<file path="config.mk">
export PLATFORM = sky130hd
export DESIGN_NAME = sap_host_port
export DESIGN_NICKNAME = d
export VERILOG_FILES = /design/src/rtl/sap_pkg.sv /design/src/rtl/sap_conv_if.sv /design/src/rtl/sap_sar_core.sv /design/src/rtl/sap_host_port.sv
export SDC_FILE = /design/constraint.sdc
export NUM_CORES = 1
export LEC_CHECK = 0
export ABC_CLOCK_PERIOD_IN_PS = 1900
export CAP_MARGIN = 20
export CORE_AREA = 4 4 94 96
export CTS_BUF_LIST = sky130_fd_sc_hd__clkbuf_8
export CTS_CLUSTER_SIZE = 14
export DETAILED_ROUTE_END_ITERATION = 10
export DIE_AREA = 0 0 98 100
export DONT_BUFFER_PORTS = 1
export GPL_ROUTABILITY_DRIVEN = 0
export SETUP_SLACK_MARGIN = 0.15
export SLEW_MARGIN = 20
export SYNTH_ARGS = -nofsm -noshare
export SYNTH_HDL_FRONTEND = slang
export SYNTH_SLANG_ARGS = --single-unit
</file>
<file path="constraint.sdc">
create_clock -name CORE_CLK_I -period 1.9 [get_ports CORE_CLK_I]
set_input_delay 0.475 -clock CORE_CLK_I [delete_from_list [all_inputs] [get_ports CORE_CLK_I]]
set_output_delay 0.475 -clock CORE_CLK_I [all_outputs]
set_load 0.02 [all_outputs]
</file>
<file path="src/rtl/sap_pkg.sv">
// Shared constants for the parallel host port of the sampling converter
package sap_pkg;

    // Widths of the result and the parallel bus
    localparam int unsigned RES_W             = 12;  // Result width
    localparam int unsigned BYTE_W            = 8;   // Width of one byte read
    localparam int unsigned PAD_W             = 4;   // Padding lines, always low when driven
    localparam int unsigned RESULT_BIT_TOP    = 11;  // Result MSB lane
    localparam int unsigned RESULT_BIT_BOTTOM = 0;   // Result LSB lane

    // Clock and conversion timing
    localparam int unsigned CLK_PERIOD_NS     = 10;  // Core clock period
    localparam int unsigned STEP_TIME_NS      = 660; // Least time of one approximation step
    localparam int unsigned SAP_STEP_CYCLES   = (STEP_TIME_NS + CLK_PERIOD_NS - 1) / CLK_PERIOD_NS;

    // Reset values
    localparam logic        BUSY_N_RST        = 1'h1;      // Not busy after power-up
    localparam logic [2:0]  PIN_SYNC_RST      = 3'h3;      // {byte, rd_conv, cs_n}: idle levels
    localparam logic [11:0] RESULT_RST        = 12'h000;   // Midscale until first conversion
    localparam logic [3:0]  PAD_VALUE         = 4'h0;      // Padding lines drive low

    // Sample to two's complement: flip the sign bit of an offset-binary code
    localparam logic [11:0] TWOS_FLIP         = 12'h800;

endpackage

</file>
<file path="src/rtl/sap_conv_if.sv">
// Start/result handshake between the host port and the approximation core
`timescale 1ns/1ps
interface sap_conv_if;
    import sap_pkg::*;

    logic             start;   // One-cycle conversion start
    logic [RES_W-1:0] sample;  // Offset-binary input level
    logic             idle;    // Core ready for a start
    logic             done;    // One-cycle result strobe
    logic [RES_W-1:0] result;  // Two's complement result

    modport ctrl (output start, output sample, input idle, input done, input result);
    modport core (input start, input sample, output idle, output done, output result);
endinterface

</file>
<file path="src/rtl/sap_sar_core.sv">
// Successive approximation sequencer producing a two's complement code
`timescale 1ns/1ps
module sap_sar_core
    import sap_pkg::*;
#(
    parameter int unsigned STEP_CYCLES = SAP_STEP_CYCLES  // Cycles per bit decision
) (
    input  wire logic  clk_i,    // Core clock
    input  wire logic  rst_n_i,  // Asynchronous reset, active low
    sap_conv_if.core   conv      // Start and result handshake
);

    // Refuse a step length the counter cannot serve
    if (STEP_CYCLES < 1 || STEP_CYCLES > 4096) begin : g_bad_step
        $error("STEP_CYCLES out of range");
    end

    localparam int unsigned CNT_W = $clog2(STEP_CYCLES + 1);
    localparam logic [CNT_W-1:0] STEP_LAST = CNT_W'(STEP_CYCLES - 1);

    typedef enum logic [2:0] {
        SC_IDLE = 3'b001,
        SC_CONV = 3'b010,
        SC_DONE = 3'b100
    } sap_core_st_t;

    sap_core_st_t     state_r;  // Sequencer state
    logic [RES_W-1:0] hold_r;   // Held sample during conversion
    logic [RES_W-1:0] sar_r;    // Approximation register
    logic [RES_W-1:0] trial;    // Current bit under test set
    logic [RES_W-1:0] mask_r;   // One-hot bit under test
    logic [CNT_W-1:0] cnt_r;    // Cycles within a step

    assign trial       = sar_r | mask_r;
    assign conv.idle   = (state_r == SC_IDLE);
    assign conv.done   = (state_r == SC_DONE);
    assign conv.result = sar_r ^ TWOS_FLIP;

    // Sequencer: hold, then one decision per step, MSB first
    always_ff @(posedge clk_i or negedge rst_n_i) begin
        if (!rst_n_i) begin
            state_r <= SC_IDLE;
            hold_r  <= '0;
            sar_r   <= '0;
            mask_r  <= '0;
            cnt_r   <= '0;
        end else begin
            unique case (state_r)
                SC_IDLE: begin
                    // Sample is frozen here; later input changes are not seen
                    if (conv.start) begin
                        hold_r  <= conv.sample;
                        sar_r   <= '0;
                        mask_r  <= TWOS_FLIP;
                        cnt_r   <= '0;
                        state_r <= SC_CONV;
                    end
                end
                SC_CONV: begin
                    // Start requests are not looked at while converting
                    if (cnt_r == STEP_LAST) begin
                        cnt_r <= '0;
                        if (trial <= hold_r) begin
                            sar_r <= trial;
                        end
                        mask_r <= mask_r >> 1;
                        if (mask_r[0]) begin
                            state_r <= SC_DONE;
                        end
                    end else begin
                        cnt_r <= cnt_r + 1'b1;
                    end
                end
                SC_DONE: begin
                    state_r <= SC_IDLE;
                end
            endcase
        end
    end
endmodule

</file>
<file path="src/rtl/sap_host_port.sv">
// Parallel host port: chip select, read/convert, byte select, busy, data bus
`timescale 1ns/1ps
module sap_host_port
    import sap_pkg::*;
#(
    parameter int unsigned STEP_CYCLES = SAP_STEP_CYCLES  // Cycles per bit decision
) (
    input  wire logic              CORE_CLK_I,      // Core clock, 100 MHz
    input  wire logic              RESET_N_I,       // Asynchronous reset, active low
    input  wire logic              CS_N_I,          // Chip select pin, active low
    input  wire logic              RD_CONV_I,       // Read (high) / convert (low) pin
    input  wire logic              BYTE_SEL_I,      // Byte select pin
    input  wire logic [RES_W-1:0]  SAMPLE_I,        // Offset-binary front-end level
    output logic      [RES_W-1:0]  DATA_O,          // Result bus value
    output logic      [RES_W-1:0]  DATA_OE_O,       // Result bus drive enable
    output logic      [PAD_W-1:0]  PAD_LOW_LINE_O,  // Padding line value
    output logic      [PAD_W-1:0]  PAD_OE_O,        // Padding line drive enable
    output logic                   BUSY_N_O         // Busy, active low
);

    // Refuse settings the core cannot serve
    if (STEP_CYCLES < 1 || STEP_CYCLES > 4096) begin : g_bad_step
        $error("STEP_CYCLES out of range");
    end

    // Pin synchronisers, bit order {byte, rd_conv, cs_n}
    logic [2:0]       pin_meta_r;   // First stage, read only by second
    logic [2:0]       pin_sync_r;   // Second stage, safe to use
    logic             cs_n_s;       // Synchronised chip select
    logic             rd_conv_s;    // Synchronised read/convert
    logic             byte_s;       // Synchronised byte select

    // Conversion control
    logic             req_hi;       // OR of select and read/convert
    logic             req_hi_d_r;   // Previous value of req_hi
    logic             rearm_r;      // Busy just rose; level still counts
    logic             start_go;     // Conversion start this cycle
    logic             upd_r;        // Result register just loaded

    // Result path
    logic [RES_W-1:0] result_r;     // Last finished result
    logic             drive_req;    // Host is reading
    logic [RES_W-1:0] bus_word;     // Byte-routed result

    // Check helper: busy-low span of one conversion, store and release included
    localparam int unsigned BUSY_SPAN = RES_W * STEP_CYCLES + 2;
    logic [15:0]      busy_cnt_r;   // Busy-low cycles so far

    sap_conv_if conv ();

    // Two flops on each of the three control pins
    always_ff @(posedge CORE_CLK_I or negedge RESET_N_I) begin
        if (!RESET_N_I) begin
            pin_meta_r <= PIN_SYNC_RST;
            pin_sync_r <= PIN_SYNC_RST;
        end else begin
            pin_meta_r <= {BYTE_SEL_I, RD_CONV_I, CS_N_I};
            pin_sync_r <= pin_meta_r;
        end
    end

    assign cs_n_s    = pin_sync_r[0];
    assign rd_conv_s = pin_sync_r[1];
    assign byte_s    = pin_sync_r[2];

    // Select and read/convert act as one active-low request line
    assign req_hi = cs_n_s | rd_conv_s;

    // Start on the falling request while idle, or on a request still low
    // when busy rises, since the inputs are level triggered
    assign start_go = BUSY_N_O && !req_hi && (req_hi_d_r || rearm_r) && conv.idle;

    assign conv.start  = start_go;
    assign conv.sample = SAMPLE_I;

    // Request edge history
    always_ff @(posedge CORE_CLK_I or negedge RESET_N_I) begin
        if (!RESET_N_I) begin
            req_hi_d_r <= 1'b1;
        end else begin
            req_hi_d_r <= req_hi;
        end
    end

    sap_sar_core #(
        .STEP_CYCLES (STEP_CYCLES)
    ) u_core (
        .clk_i   (CORE_CLK_I),
        .rst_n_i (RESET_N_I),
        .conv    (conv.core)
    );

    // Result register keeps conversion n-1 readable during conversion n
    always_ff @(posedge CORE_CLK_I or negedge RESET_N_I) begin
        if (!RESET_N_I) begin
            result_r <= RESULT_RST;
            upd_r    <= 1'b0;
        end else begin
            upd_r <= conv.done;
            if (conv.done) begin
                result_r <= conv.result;
            end
        end
    end

    // Busy falls on start, rises one cycle after the result is stored
    always_ff @(posedge CORE_CLK_I or negedge RESET_N_I) begin
        if (!RESET_N_I) begin
            BUSY_N_O <= BUSY_N_RST;
            rearm_r  <= 1'b0;
        end else begin
            rearm_r <= upd_r;
            if (start_go) begin
                BUSY_N_O <= 1'b0;
            end else if (upd_r) begin
                BUSY_N_O <= 1'b1;
            end
        end
    end

    // Bus enabled only with select low and read/convert high
    assign drive_req = !cs_n_s && rd_conv_s;

    // Byte routing: low selects top byte on the upper lanes, high the low byte
    always_comb begin
        if (byte_s) begin
            bus_word = {result_r[BYTE_W-1:0], result_r[RESULT_BIT_TOP -: (RES_W - BYTE_W)]};
        end else begin
            bus_word = result_r;
        end
    end

    // Registered bus drive; enables clear at reset so the pins float
    always_ff @(posedge CORE_CLK_I or negedge RESET_N_I) begin
        if (!RESET_N_I) begin
            DATA_O         <= RESULT_RST;
            DATA_OE_O      <= '0;
            PAD_LOW_LINE_O <= PAD_VALUE;
            PAD_OE_O       <= '0;
        end else begin
            DATA_O         <= bus_word;
            DATA_OE_O      <= {RES_W{drive_req}};
            PAD_LOW_LINE_O <= PAD_VALUE;
            PAD_OE_O       <= {PAD_W{drive_req}};
        end
    end

    // Busy-low cycle count, read only by the checks below; it cannot
    // wrap because step lengths above 4096 are refused
    always_ff @(posedge CORE_CLK_I or negedge RESET_N_I) begin
        if (!RESET_N_I) begin
            busy_cnt_r <= 16'h0000;
        end else if (BUSY_N_O) begin
            busy_cnt_r <= 16'h0000;
        end else begin
            busy_cnt_r <= busy_cnt_r + 16'h0001;
        end
    end
endmodule

</file>
== Word level (Yosys, flattened, before mapping) ==
Index checks and enable logic that the tools add are counted.
Storage, ports and cells
  bits in registers: 82
  latch bits: 0
  RAM bits: 0
  ROM bits: 0
  bits of input ports: 17
  output and inout port bits: 33
  word-level logic and storage cells: 59
  memories: 0
Cells by class
  add/sub/neg operators: 1
  multiply operators: 0
  div/mod/pow operators: 0
  order comparisons: 1
  equality and inequality tests: 8
  shifts and indexed selects: 0
  muxes and demuxes: 17
  bitwise operators: 3
  reductions and logical operators: 14
Operators with widths (number)
  $mux 12: 6
  $pmux 12 s2: 2
  $mux 7: 2
  $pmux 7 s2: 1
  $le 12x12->1: 1
  $or 12x12->12: 1
  $mux 3: 3
  $pmux 3 s3: 1
  $add 7x1->7 const B: 1
  $eq 7x7->1 const B: 1
  $ne 2x1->1 const B: 3
  $reduce_and 3->1: 2
  $logic_and 1x1->1: 4
  $reduce_and 2->1: 2
  $reduce_and 4->1: 1
  $reduce_bool 2->1: 2
  $eq 3x1->1 const B: 1
  $eq 3x2->1 const B: 1
  $eq 3x3->1 const B: 1
  $logic_not 1->1: 2
  $mux 1: 2
  $ne 2x2->1 const B: 1
  $logic_or 1x1->1: 1
  $not 1->1: 1
  $or 1x1->1: 1

== Longest topological paths before layout ==
Gate-level depths: netlist of the first run.
  depth in word-level cells: 7
  depth in mapped cells: 8
  gate-level depth less buffers: 7

== Hierarchy ==
From an unflattened synthesis of the first run, not the netlist that was laid out.
Second synthesis, totals
  cell total of the unflattened synthesis: 343
  area, all modules: 3877.5 um2
By module, submodules not included
  sap_sar_core: times used 1, cells each 256, area each 2524.9 um2, seq. area each 1152.4 um2
  sap_host_port: times used 1, cells each 87, area each 1352.5 um2, seq. area each 883.3 um2

== Worst setup path after synthesis of the first run ==
No wires, ideal clock.
  path type: register to register
  start: register u_core.mask_r[11]
  end: register u_core.sar_r[10]
  library setup time: 0.122 ns
  arrival: 1.932 ns
  data required time: 1.778 ns
  slack: -0.154 ns
  stages on the path, launching flop included: 9
  buffers on the path: 1
  clock period less this slack: 2.054 ns
  cells stage by stage: dfrtp_1 or2_2 ha_1 nand4_1 nor2_1 a21boi_0 o31ai_2 buf_4 a32o_1
On the way
  cells in the longest elaborated chain, start to end: 4
Ends and longest elaborated chain
  start: declaration: line sap_sar_core.sv:31  | logic [RES_W-1:0] mask_r;
  start signal: assignment: line sap_sar_core.sv:66  | mask_r <= mask_r >> 1;
  $or 12x12->12: line sap_sar_core.sv:34  | assign trial = sar_r | mask_r;
  $le 12x12->1: line sap_sar_core.sv:63  | if (trial <= hold_r) begin
  $ne 2x1->1 (no source line)
  $reduce_and 4->1 (no source line)
  end signal: assignment: line sap_sar_core.sv:64  | sar_r <= trial;
  end: declaration: line sap_sar_core.sv:29  | logic [RES_W-1:0] sar_r;
Every way passes these cells.
A chain may end at the register's enable or synchronous reset.

== Worst setup path in the final report of the first run ==
  start: register u_core.sar_r[9]
  end: register u_core.sar_r[6]
On the way
  cells in the longest elaborated chain, start to end: 4
Ends and longest elaborated chain (line)
  $or 12x12->12: sap_sar_core.sv:34
  $le 12x12->1: sap_sar_core.sv:63
  $ne 2x1->1 (no source line)
  $reduce_and 4->1 (no source line)
Every way passes these cells.

==> metrics, run 1 <==
first-iteration detailed-routing DRC count 111; CP endpoint kind flip-flop; Worst-Skew Late Latency 0.35 ns; TritonCTS Buffers 9; Max clock buf depth 2; final net count 370; global-route wire length before repair ~12000 µm; fin cells roughly 450; IO Pins 50; final worst setup slack -0.1319 ns; P_sw 0.0007172 W; Power Dens Cells 725.7 nW/µm²; final wirelength between 7000 and 8000 µm; CP startpoint u_core.sar_r[9]; Finish-stage setup viols 12; via count around 2300; Net Sw Frac 0.2200; Crit Path Class reg -> reg; Final Hold Vio Count 81; ys async rst share 1.000; commonest non-fill, non-tap cell in the layout dfrtp_1; H-tree levels 3; Clock power frac 0.451; Comb pwr share 0.014; synthesized area per cell ~12 µm²; Chip Height 100 µm; most frequent cells in the layout dfrtp_1, buf_4, mux2_2, nand2_1, o21ai_0; RSZ-0062 raised after global routing true; Yosys cell types 42; Internal Pwr Total 0.002542 W; Initial Utilization 0.4435; placed insts 418; skew final 0.009484 ns; Antenna Nets Post-Route 0; Seq/Total Area, Yosys 0.5701; vias per cell 5.127; share of layout cells above drive strength 1 0.4215; Post-synth EDFFs 0; Residual DRC 0; Post-Syn Instances 297; final worst path period share 1.069; dominant synthesized flop cell dfrtp_1; Critical R2R Launch u_core.sar_r[9]; R2R Path End u_core.sar_r[6]; max-slew violations 0; Die ar. 9800 µm²; Hold Slack -0.1896 ns; row cnt 33; largest net degree at the start of global routing 82; Yosys reg bits 81; CTS tree built; DR WL/cell 15.99 µm; CTS clk-pin slew, worst paths roughly 0.080 ns; Root Buffer clkbuf_8; area of the core 8051 µm²; Total GRT Usage 0.1591; CTS sink count a little over 80; Diodes inserted 0; status finished with violations; reg2reg setup slack -0.13 ns; Max rail drop VDD 0.3777 mV; pre-CTS WS -0.4555 ns; synth warn 0; Final Critical Period 2.032 ns; R2R cell count 8; initial antenna violation count 0; f_max ~490 MHz; failing checks negative hold slack, negative setup slack; crit path max fanout 6; Leak about 2.1 nW; max-cap violation count 0; # port buffers 0; WP data arrival 2.27 ns; Flop pwr share 0.535; die boundary width 98 µm; Cell Area, Synth 3571 µm²; vias in the first global route 2462; DRT Pass-1 Iters 4; HP Class in -> async; hpwl dp 4634 µm; area grow syn2layout 25.79%; grt total ovfl 0; Required @ worst endpoint 2.14 ns; CP Launch Type flip-flop
-- routing by layer --
layer  up-vias  track usage  wire length [µm]
li1       1113            -                 -
met4         0      0.06283               102
met1      1149       0.2069              3110
met2        28       0.2644              3739
met5         -            0                 0
met3        12      0.03058               228
-- power groups by stage --
stage	Clock (W)	Combinational, W	Sequential [W]
finish	0.00147	0.0000454	0.00174
global route	0.00159	0.0000477	0.00175
CTS	0.00150	0.0000453	0.00174
detailed placement	0	0.0000451	0.00178
global placement	0	0.0000451	0.00178
floorplan	0	0.0000673	0.00178
-- how the worst max path moves through the flow --
stage	end	cells after the start
2_1_floorplan	u_core.sar_r[3]	8
3_3_place_gp	u_core.sar_r[3]	7
3_5_place_dp	u_core.sar_r[7]	7
4_1_cts	u_core.sar_r[6]	8
5_1_grt	u_core.sar_r[6]	8
6_report	u_core.sar_r[6]	8
-- cell type report --
type / count / area (µm²)
multi-input cells: 177 / 1565
clock buffers: 10 / 137.6
flip-flops and latches: 81 / 2039
clock inverters: 6 / 97.59
repair buffers: 55 / 464.2
fillers: 700 / 3560
inverters: 15 / 56.30
well taps: 105 / 131.4
-- worst max-delay path, stage by stage (launching register included) --
cell and delay [ns]:
dfrtp_1 0.39, or2_4 0.27, ha_4 0.27, nand4_1 0.13, nor2_2 0.14, a21boi_4 0.28
o31ai_4 0.08, buf_6 0.14, a32o_1 0.22
-- sequential cells by signal, indices dropped and copies added (netlist names) --
signal / cells
BUSY_N_O: 1
DATA_O: 12
PAD_OE_O: 1
pin_meta_r: 3
pin_sync_r: 3
rearm_r: 1
req_hi_d_r: 1
result_r: 12
u_core.cnt_r: 7
u_core.hold_r: 12
u_core.mask_r: 12
u_core.sar_r: 12
u_core.state_r: 3
upd_r: 1
-- per-stage QoR --
stage | cell area (µm²) | setup TNS [ns] | hold slack, ns | total power, W | utilization
2_1_floorplan | 3736 | 0 | 0.1794 | 0.001844 | -
3_3_place_gp | 3998 | -5.423 | 0.1815 | 0.001823 | 0.4965
3_5_place_dp | 3998 | -5.218 | 0.1817 | 0.001823 | 0.4965
4_1_cts | 4394 | -1.039 | -0.2016 | 0.003288 | 0.5458
5_1_grt | 4492 | -2.665 | -0.2156 | 0.003381 | 0.5579
6_report | 4492 | -1.240 | -0.1896 | 0.003260 | 0.5579
-- Yosys cell counts (2+ instances only) --
master | instances | area share
dfrtp_1 | 74 | 0.52
mux2_2 | 23 | 0.073
buf_4 | 22 | 0.046
nand2_1 | 21 | 0.022
o21ai_0 | 18 | 0.025
ha_1 | 14 | 0.049
inv_1 | 14 | 0.015
a22o_1 | 12 | 0.029
nor2_1 | 12 | 0.013
a32o_1 | 11 | 0.031
or2_2 | 11 | 0.019
a21oi_1 | 8 | 0.011
dfstp_2 | 7 | 0.052
nor2b_1 | 5 | 0.0088
nand4_1 | 4 | 0.0070
o21ai_1 | 4 | 0.0056
clkbuf_1 | 3 | 0.0032
nand2b_1 | 3 | 0.0053
nand3_1 | 3 | 0.0042
o211ai_1 | 3 | 0.0063
a31oi_1 | 2 | 0.0035
buf_2 | 2 | 0.0028
nor3b_2 | 2 | 0.0070
-- kinds of logic (layout without fill, tap and decap cells) --
logic type	count (synthesis)	in the layout	share of synthesized area
flip-flops	81	81	0.5701
AND/OR/NAND/NOR	69	70	0.1058
AO/OA/AOI/OAI	64	65	0.1268
buffers and inverters	44	86	0.07218
multiplexers	23	23	0.07253
adder cells (fa/ha/maj)	14	14	0.04905
other	1	4	0.001050
XOR/XNOR	1	1	0.002453
-- timing repair --
action | CTS | global route
endpoints found under the setup margin | 41 | 39
endpoints found under the hold margin | 81 | 81
resized for setup | 16 | 11
buffers inserted | 7 | 6
cloned | 1 | 1
pin swaps | 8 | 4
No activity file was read; power rests on OpenSTA's default activity.
==> inputs of run 2 (changes only) <==
CORE_AREA = 4 4 86 88   (was 4 4 94 96)
CTS_CLUSTER_DIAMETER = 200   (was unset)
DIE_AREA = 0 0 90 92   (was 0 0 98 100)
PLACE_DENSITY = 0.72   (was unset)
==> run 2 against run 1 <==
  * The run still ends with negative hold slack, negative setup slack left
  * Total power down 4.6%
  * Wire length fell by 6.5%
  * Setup slack lost 0.015 ns
  * Combinational power about the same
  * Sequential power about the same
  * Count of clock-buffer cells in the layout shrank 1
  * Design area fell by 5.4%
  * Hold slack lost 0.0053 ns
  * Die area fell by 16%
  * Clock skew shrank 0.0021 ns
  * Critical path type unchanged
  * Critical endpoint is now u_core.sar_r[1]
  * Highest routed layer unchanged
==> metrics, run 2 (synthesis results as in run 1) <==
Initial Utilization 0.5375 (was 0.4435); die boundary width 90 µm (was 98 µm); first-iteration detailed-routing DRC count 104 (was 111); via count 2268 (was 2302); Finish-stage setup viols 12 (unchanged); vias in the first global route 2415 (was 2462); R2R cell count 8 (unchanged); Required @ worst endpoint 2.14 ns (about the same); vias per cell 5.532 (was 5.127); most frequent cells in the layout dfrtp_1, buf_4, mux2_2, nand2_1, o21ai_0 (unchanged); slowest CP cell dfrtp_1 (unchanged); Leak 1.987 nW (was 2.092 nW); area of the core 6644 µm² (was 8051 µm²); area of the multi-input gates 1488 µm² (was 1565 µm²); TritonCTS Buffers 9 (unchanged); Diodes inserted 0 (unchanged); CP endpoint kind flip-flop (unchanged); Hold Slack -0.1948 ns (was -0.1896 ns); final worst setup slack -0.1467 ns (was -0.1319 ns); setup TNS -1.397 ns (was -1.240 ns); Crit Path Class reg -> reg (unchanged); global-route wire length before repair 11580 µm (was 12260 µm); row cnt 30 (was 33); utilization after layout 0.6397 (was 0.5579); critical path's largest stage delay 0.38 ns (was 0.39 ns); Crit path max-delay family simple AND/OR/NAND/NOR gates (was compound AO/OA/AOI/OAI gates); initial antenna violation count 0 (unchanged); CP Launch Type flip-flop (unchanged); commonest non-fill, non-tap cell in the layout dfrtp_1 (unchanged); grt total ovfl 0 (unchanged); share of layout cells above drive strength 1 0.3788 (was 0.4215); Residual DRC 0 (unchanged); crit path max fanout 12 (was 6); pre-CTS WS -0.4415 ns (was -0.4555 ns); DR WL/cell 16.38 µm (was 15.99 µm); IO Pins 50 (unchanged); worst-path cell chain or2_4 > ha_4 > nand4_1 > nor2_2 > a21boi_4 > o31ai_4 > buf_12 > a32o_1 (was or2_4 > ha_4 > nand4_1 > nor2_2 > a21boi_4 > o31ai_4 > buf_6 > a32o_1); Max rail drop VDD 0.4112 mV (was 0.3777 mV); final wirelength 6716 µm (was 7180 µm); largest net degree at the start of global routing 82 (unchanged); Chip Height 92 µm (was 100 µm); max-slew violations 0 (unchanged); Worst-Skew Late Latency 0.35 ns (about the same); # port buffers 0 (unchanged); Antenna Nets Post-Route 0 (unchanged); CTS sink count 81 (unchanged); DRT Pass-1 Iters 4 (unchanged); area occupied by registers 2041 µm² (was 2039 µm²); Total GRT Usage 0.1762 (was 0.1591); RSZ-0062 raised after global routing true (unchanged); Max clock buf depth 2 (unchanged); hpwl dp 4556 µm (was 4634 µm); f_max 488.6 MHz (was 492.2 MHz); WP data arrival 2.29 ns (was 2.27 ns); Final Critical Period 2.047 ns (was 2.032 ns); H-tree levels 3 (unchanged); failing checks negative hold slack, negative setup slack (unchanged); Power Dens Cells 731.8 nW/µm² (was 725.7 nW/µm²); worst path buffer plus inverter count 1 (unchanged); Final Hold Vio Count 81 (unchanged); Power Total 0.003110 W (was 0.003260 W); status finished with violations (unchanged); final worst path period share 1.077 (was 1.069); reg2reg setup slack -0.15 ns (was -0.13 ns); CTS clk-pin slew, worst paths 0.09 ns (was 0.08 ns); Critical R2R Launch u_core.sar_r[9] (unchanged); area grow syn2layout 19.03% (was 25.79%); # fillers 490 (was 700); placed insts 389 (was 418); max-cap violation count 0 (unchanged); fin cells 410 (was 449); final net count 356 (was 370); CTS tree built (unchanged); Die ar. 8280 µm² (was 9800 µm²); skew final 0.007398 ns (was 0.009484 ns); HP Class in -> async (unchanged); R2R Path End u_core.sar_r[1] (was u_core.sar_r[6]); Root Buffer clkbuf_8 (unchanged)
## run 2: worst max-delay path by stage
| stage | startpoint | end | cells after the start |
|---|---|---|---|
| global route | u_core.sar_r[9] | u_core.sar_r[1] | 8 |
| finish | u_core.sar_r[9] | u_core.sar_r[1] | 8 |
| CTS | u_core.sar_r[9] | u_core.sar_r[1] | 8 |
| global placement | u_core.sar_r[1] | u_core.sar_r[3] | 7 |
| detailed placement | u_core.sar_r[1] | u_core.sar_r[4] | 7 |
| floorplan | u_core.sar_r[1] | u_core.sar_r[3] | 8 |
## run 2: where the power goes
part / internal (W) / switching [W]
sequential: 0.00174 / 0.00000796
clock: 0.000630 / 0.000691
combinational: 0.00000911 / 0.0000363
total: 0.00238 / 0.000735
## run 2: final cells by class
class | count | share of cell area
well taps | 80 | 0.02355
repair buffers | 43 | 0.08449
clock inverters | 7 | 0.01943
flip-flops and latches | 81 | 0.4801
inverters | 15 | 0.01325
multi-input cells | 175 | 0.3500
clock buffers | 9 | 0.02914
## run 2: metal layers
layer | share of wire | global-route usage
met1 | 0.43 | 0.2227
met2 | 0.52 | 0.2950
met3 | 0.039 | 0.04594
met4 | 0.011 | 0.06122
met5 | 0 | 0
## run 2: what timing repair did
action | in CTS | in global routing
setup endpoints to repair | 16 | 43
buffers inserted | 2 | 3
hold endpoints to repair | 81 | 81
gates resized for setup | 3 | 10
pin swaps | 2 | 3
## run 2: per-stage QoR
step                      hold slack [ns]  area [µm²]
after floorplan                    0.1794        3736
after global placement             0.1817        3936
after detailed placement           0.1820        3936
after CTS                         -0.2111        4189
after global routing              -0.2140        4250
final                             -0.1948        4250
==> inputs of run 3 (changes only) <==
ABC_CLOCK_PERIOD_IN_PS = 2000   (was 1900)
PLACE_DENSITY = 0.69   (was 0.72)
REMOVE_ABC_BUFFERS = 1   (was unset)
clock period = 2 ns   (was 1.9 ns; I/O delays follow)
==> run 3 against run 2 <==
  * Register-to-register slack better by 0.02 ns
  * Highest routed layer unchanged
  * Utilization up 0.057 points
  * Hold slack better by 0.021 ns
  * Sequential power down 5%
  * Non-clock buffer count unchanged
  * Cell count unchanged
  * Setup slack better by 0.019 ns
  * The run still ends with negative hold slack, negative setup slack left
  * Global-route usage up 0.69 points
  * Design area about the same
  * Clock power down 16%
  * Die area unchanged
  * First-iteration DRC count down 13%
==> metrics, run 3 (synthesis results as in run 1) <==
final worst path period share 1.064 (was 1.077); IO Pins 50 (unchanged); slowest CP cell dfrtp_1 (unchanged); Antenna Nets Post-Route 0 (unchanged); Worst-Skew Late Latency 0.36 ns (was 0.35 ns); Finish-stage setup viols 12 (unchanged); DR WL/cell 17.00 µm (was 16.38 µm); HP Class in -> async (unchanged); Leak 1.986 nW (was 1.987 nW); CTS sink count 81 (unchanged); Crit path max-delay family compound AO/OA/AOI/OAI gates (was simple AND/OR/NAND/NOR gates); reg2reg setup slack -0.13 ns (was -0.15 ns); via count 2280 (was 2268); final wirelength 6972 µm (was 6716 µm); most frequent cells in the layout dfrtp_1, buf_4, mux2_2, nand2_1, o21ai_0 (unchanged); die boundary width 90 µm (unchanged); initial antenna violation count 0 (unchanged); CTS tree built (unchanged); Final Hold Vio Count 75 (was 81); Max rail drop VDD 0.3788 mV (was 0.4112 mV); Required @ worst endpoint 2.29 ns (was 2.14 ns); DRT Pass-1 Iters 4 (unchanged); area grow syn2layout 19.13% (was 19.03%); first-iteration detailed-routing DRC count 90 (was 104); final net count 356 (unchanged); Final Critical Period 2.127 ns (was 2.047 ns); worst path buffer plus inverter count 1 (unchanged); worst-path cell chain or2_4 > ha_4 > nor2b_1 > o211ai_1 > a21boi_4 > o31ai_4 > buf_12 > a32o_1 (was or2_4 > ha_4 > nand4_1 > nor2_2 > a21boi_4 > o31ai_4 > buf_12 > a32o_1); Power Dens Cells 661.6 nW/µm² (was 731.8 nW/µm²); Crit Path Class reg -> reg (unchanged); vias in the first global route 2400 (was 2415); WP data arrival 2.42 ns (was 2.29 ns); CTS clk-pin slew, worst paths 0.09 ns (about the same); f_max 470.1 MHz (was 488.6 MHz); # port buffers 0 (unchanged); crit path max fanout 6 (was 12); critical path's largest stage delay 0.39 ns (was 0.38 ns); H-tree levels 3 (unchanged); Max clock buf depth 2 (unchanged); failing checks negative hold slack, negative setup slack (unchanged); max-slew violations 0 (unchanged); Residual DRC 0 (unchanged); Diodes inserted 0 (unchanged); skew final 0.01060 ns (was 0.007398 ns); vias per cell 5.561 (was 5.532); # fillers 521 (was 490); Die ar. 8280 µm² (unchanged); Chip Height 92 µm (unchanged); hpwl dp 4579 µm (was 4556 µm); CP Launch Type flip-flop (unchanged); global-route wire length before repair 11830 µm (was 11580 µm); RSZ-0062 raised after global routing true (unchanged); final worst setup slack -0.1274 ns (was -0.1467 ns); Initial Utilization 0.5375 (unchanged); max-cap violation count 0 (unchanged); Hold Slack -0.1735 ns (was -0.1948 ns); utilization after layout 0.6403 (was 0.6397); commonest non-fill, non-tap cell in the layout dfrtp_1 (unchanged); Total GRT Usage 0.1831 (was 0.1762); CP endpoint kind flip-flop (unchanged); grt total ovfl 0 (unchanged); row cnt 30 (unchanged); TritonCTS Buffers 9 (unchanged); largest net degree at the start of global routing 82 (unchanged); area of the core 6644 µm² (unchanged); share of layout cells above drive strength 1 0.3788 (unchanged); status finished with violations (unchanged); pre-CTS WS -0.5113 ns (was -0.4415 ns); Root Buffer clkbuf_8 (unchanged)
## run 3: cell count changes in the layout (fill, tap and decap cells not counted), sizes merged
cell | previous run | this run
inv | 19 | 18
clkinv | 0 | 2
bufinv | 1 | 0
## run 3: power by group
part / leakage (nW) / internal (W) / switching, W
clock: 0.0884 / 0.000471 / 0.000643
combinational: 0.875 / 0.00000865 / 0.0000346
sequential: 1.02 / 0.00165 / 0.00000788
total: 1.99 / 0.00213 / 0.000685
## run 3: per-stage QoR
step                area, µm²  total power, W  instances  TNS, ns
floorplan                3381        0.001723        271   -13.33
global placement         3775        0.001732        388   -5.243
detailed placement       3775        0.001732        388   -5.913
CTS                      4204        0.002843        408  -0.5058
global route             4254        0.002926        410   -1.923
finish                   4254        0.002814        410   -1.242
## run 3: layout make-up
| class | count | area [µm²] | area share |
|---|---|---|---|
| Multi-Input combinational cell | 175 | 1501 | 0.3529 |
| Timing Repair Buffer | 43 | 371.6 | 0.08735 |
| Sequential cell | 81 | 2039 | 0.4794 |
| Clock inverter | 7 | 61.31 | 0.01441 |
| Tap cell | 80 | 100.1 | 0.02353 |
| Clock buffer | 9 | 123.9 | 0.02912 |
| Inverter | 15 | 56.30 | 0.01324 |
## run 3: per-layer routing
| metal | share of wire | up-vias | GRT usage |
|---|---|---|---|
| met2 | 0.52 | 44 | 0.3111 |
| met5 | 0 | - | 0 |
| met1 | 0.43 | 1149 | 0.2256 |
| li1 | - | 1076 | - |
| met3 | 0.034 | 11 | 0.04020 |
| met4 | 0.017 | 0 | 0.07908 |
## run 3: path summary, 6_finish.rpt
check,from,endpoint,cells after the start
hold / removal,RESET_N_I,u_core.cnt_r[4],0
max in group asynchronous,RESET_N_I,pin_sync_r[0],0
min in group CORE_CLK_I,RD_CONV_I,pin_meta_r[1],0
setup reg to reg,u_core.mask_r[1],u_core.sar_r[5],8
setup / recovery,u_core.mask_r[1],u_core.sar_r[5],8
hold reg to reg,pin_meta_r[2],pin_sync_r[2],0
## run 3: what timing repair did
action / 4_1_cts / 5_1_grt
resized for setup: 27 / 6
cloned: 1 / 0
endpoints found under the setup margin: 12 / 40
pin swaps: 6 / 3
hold endpoints to repair: 81 / 81
setup buffers: 3 / 2
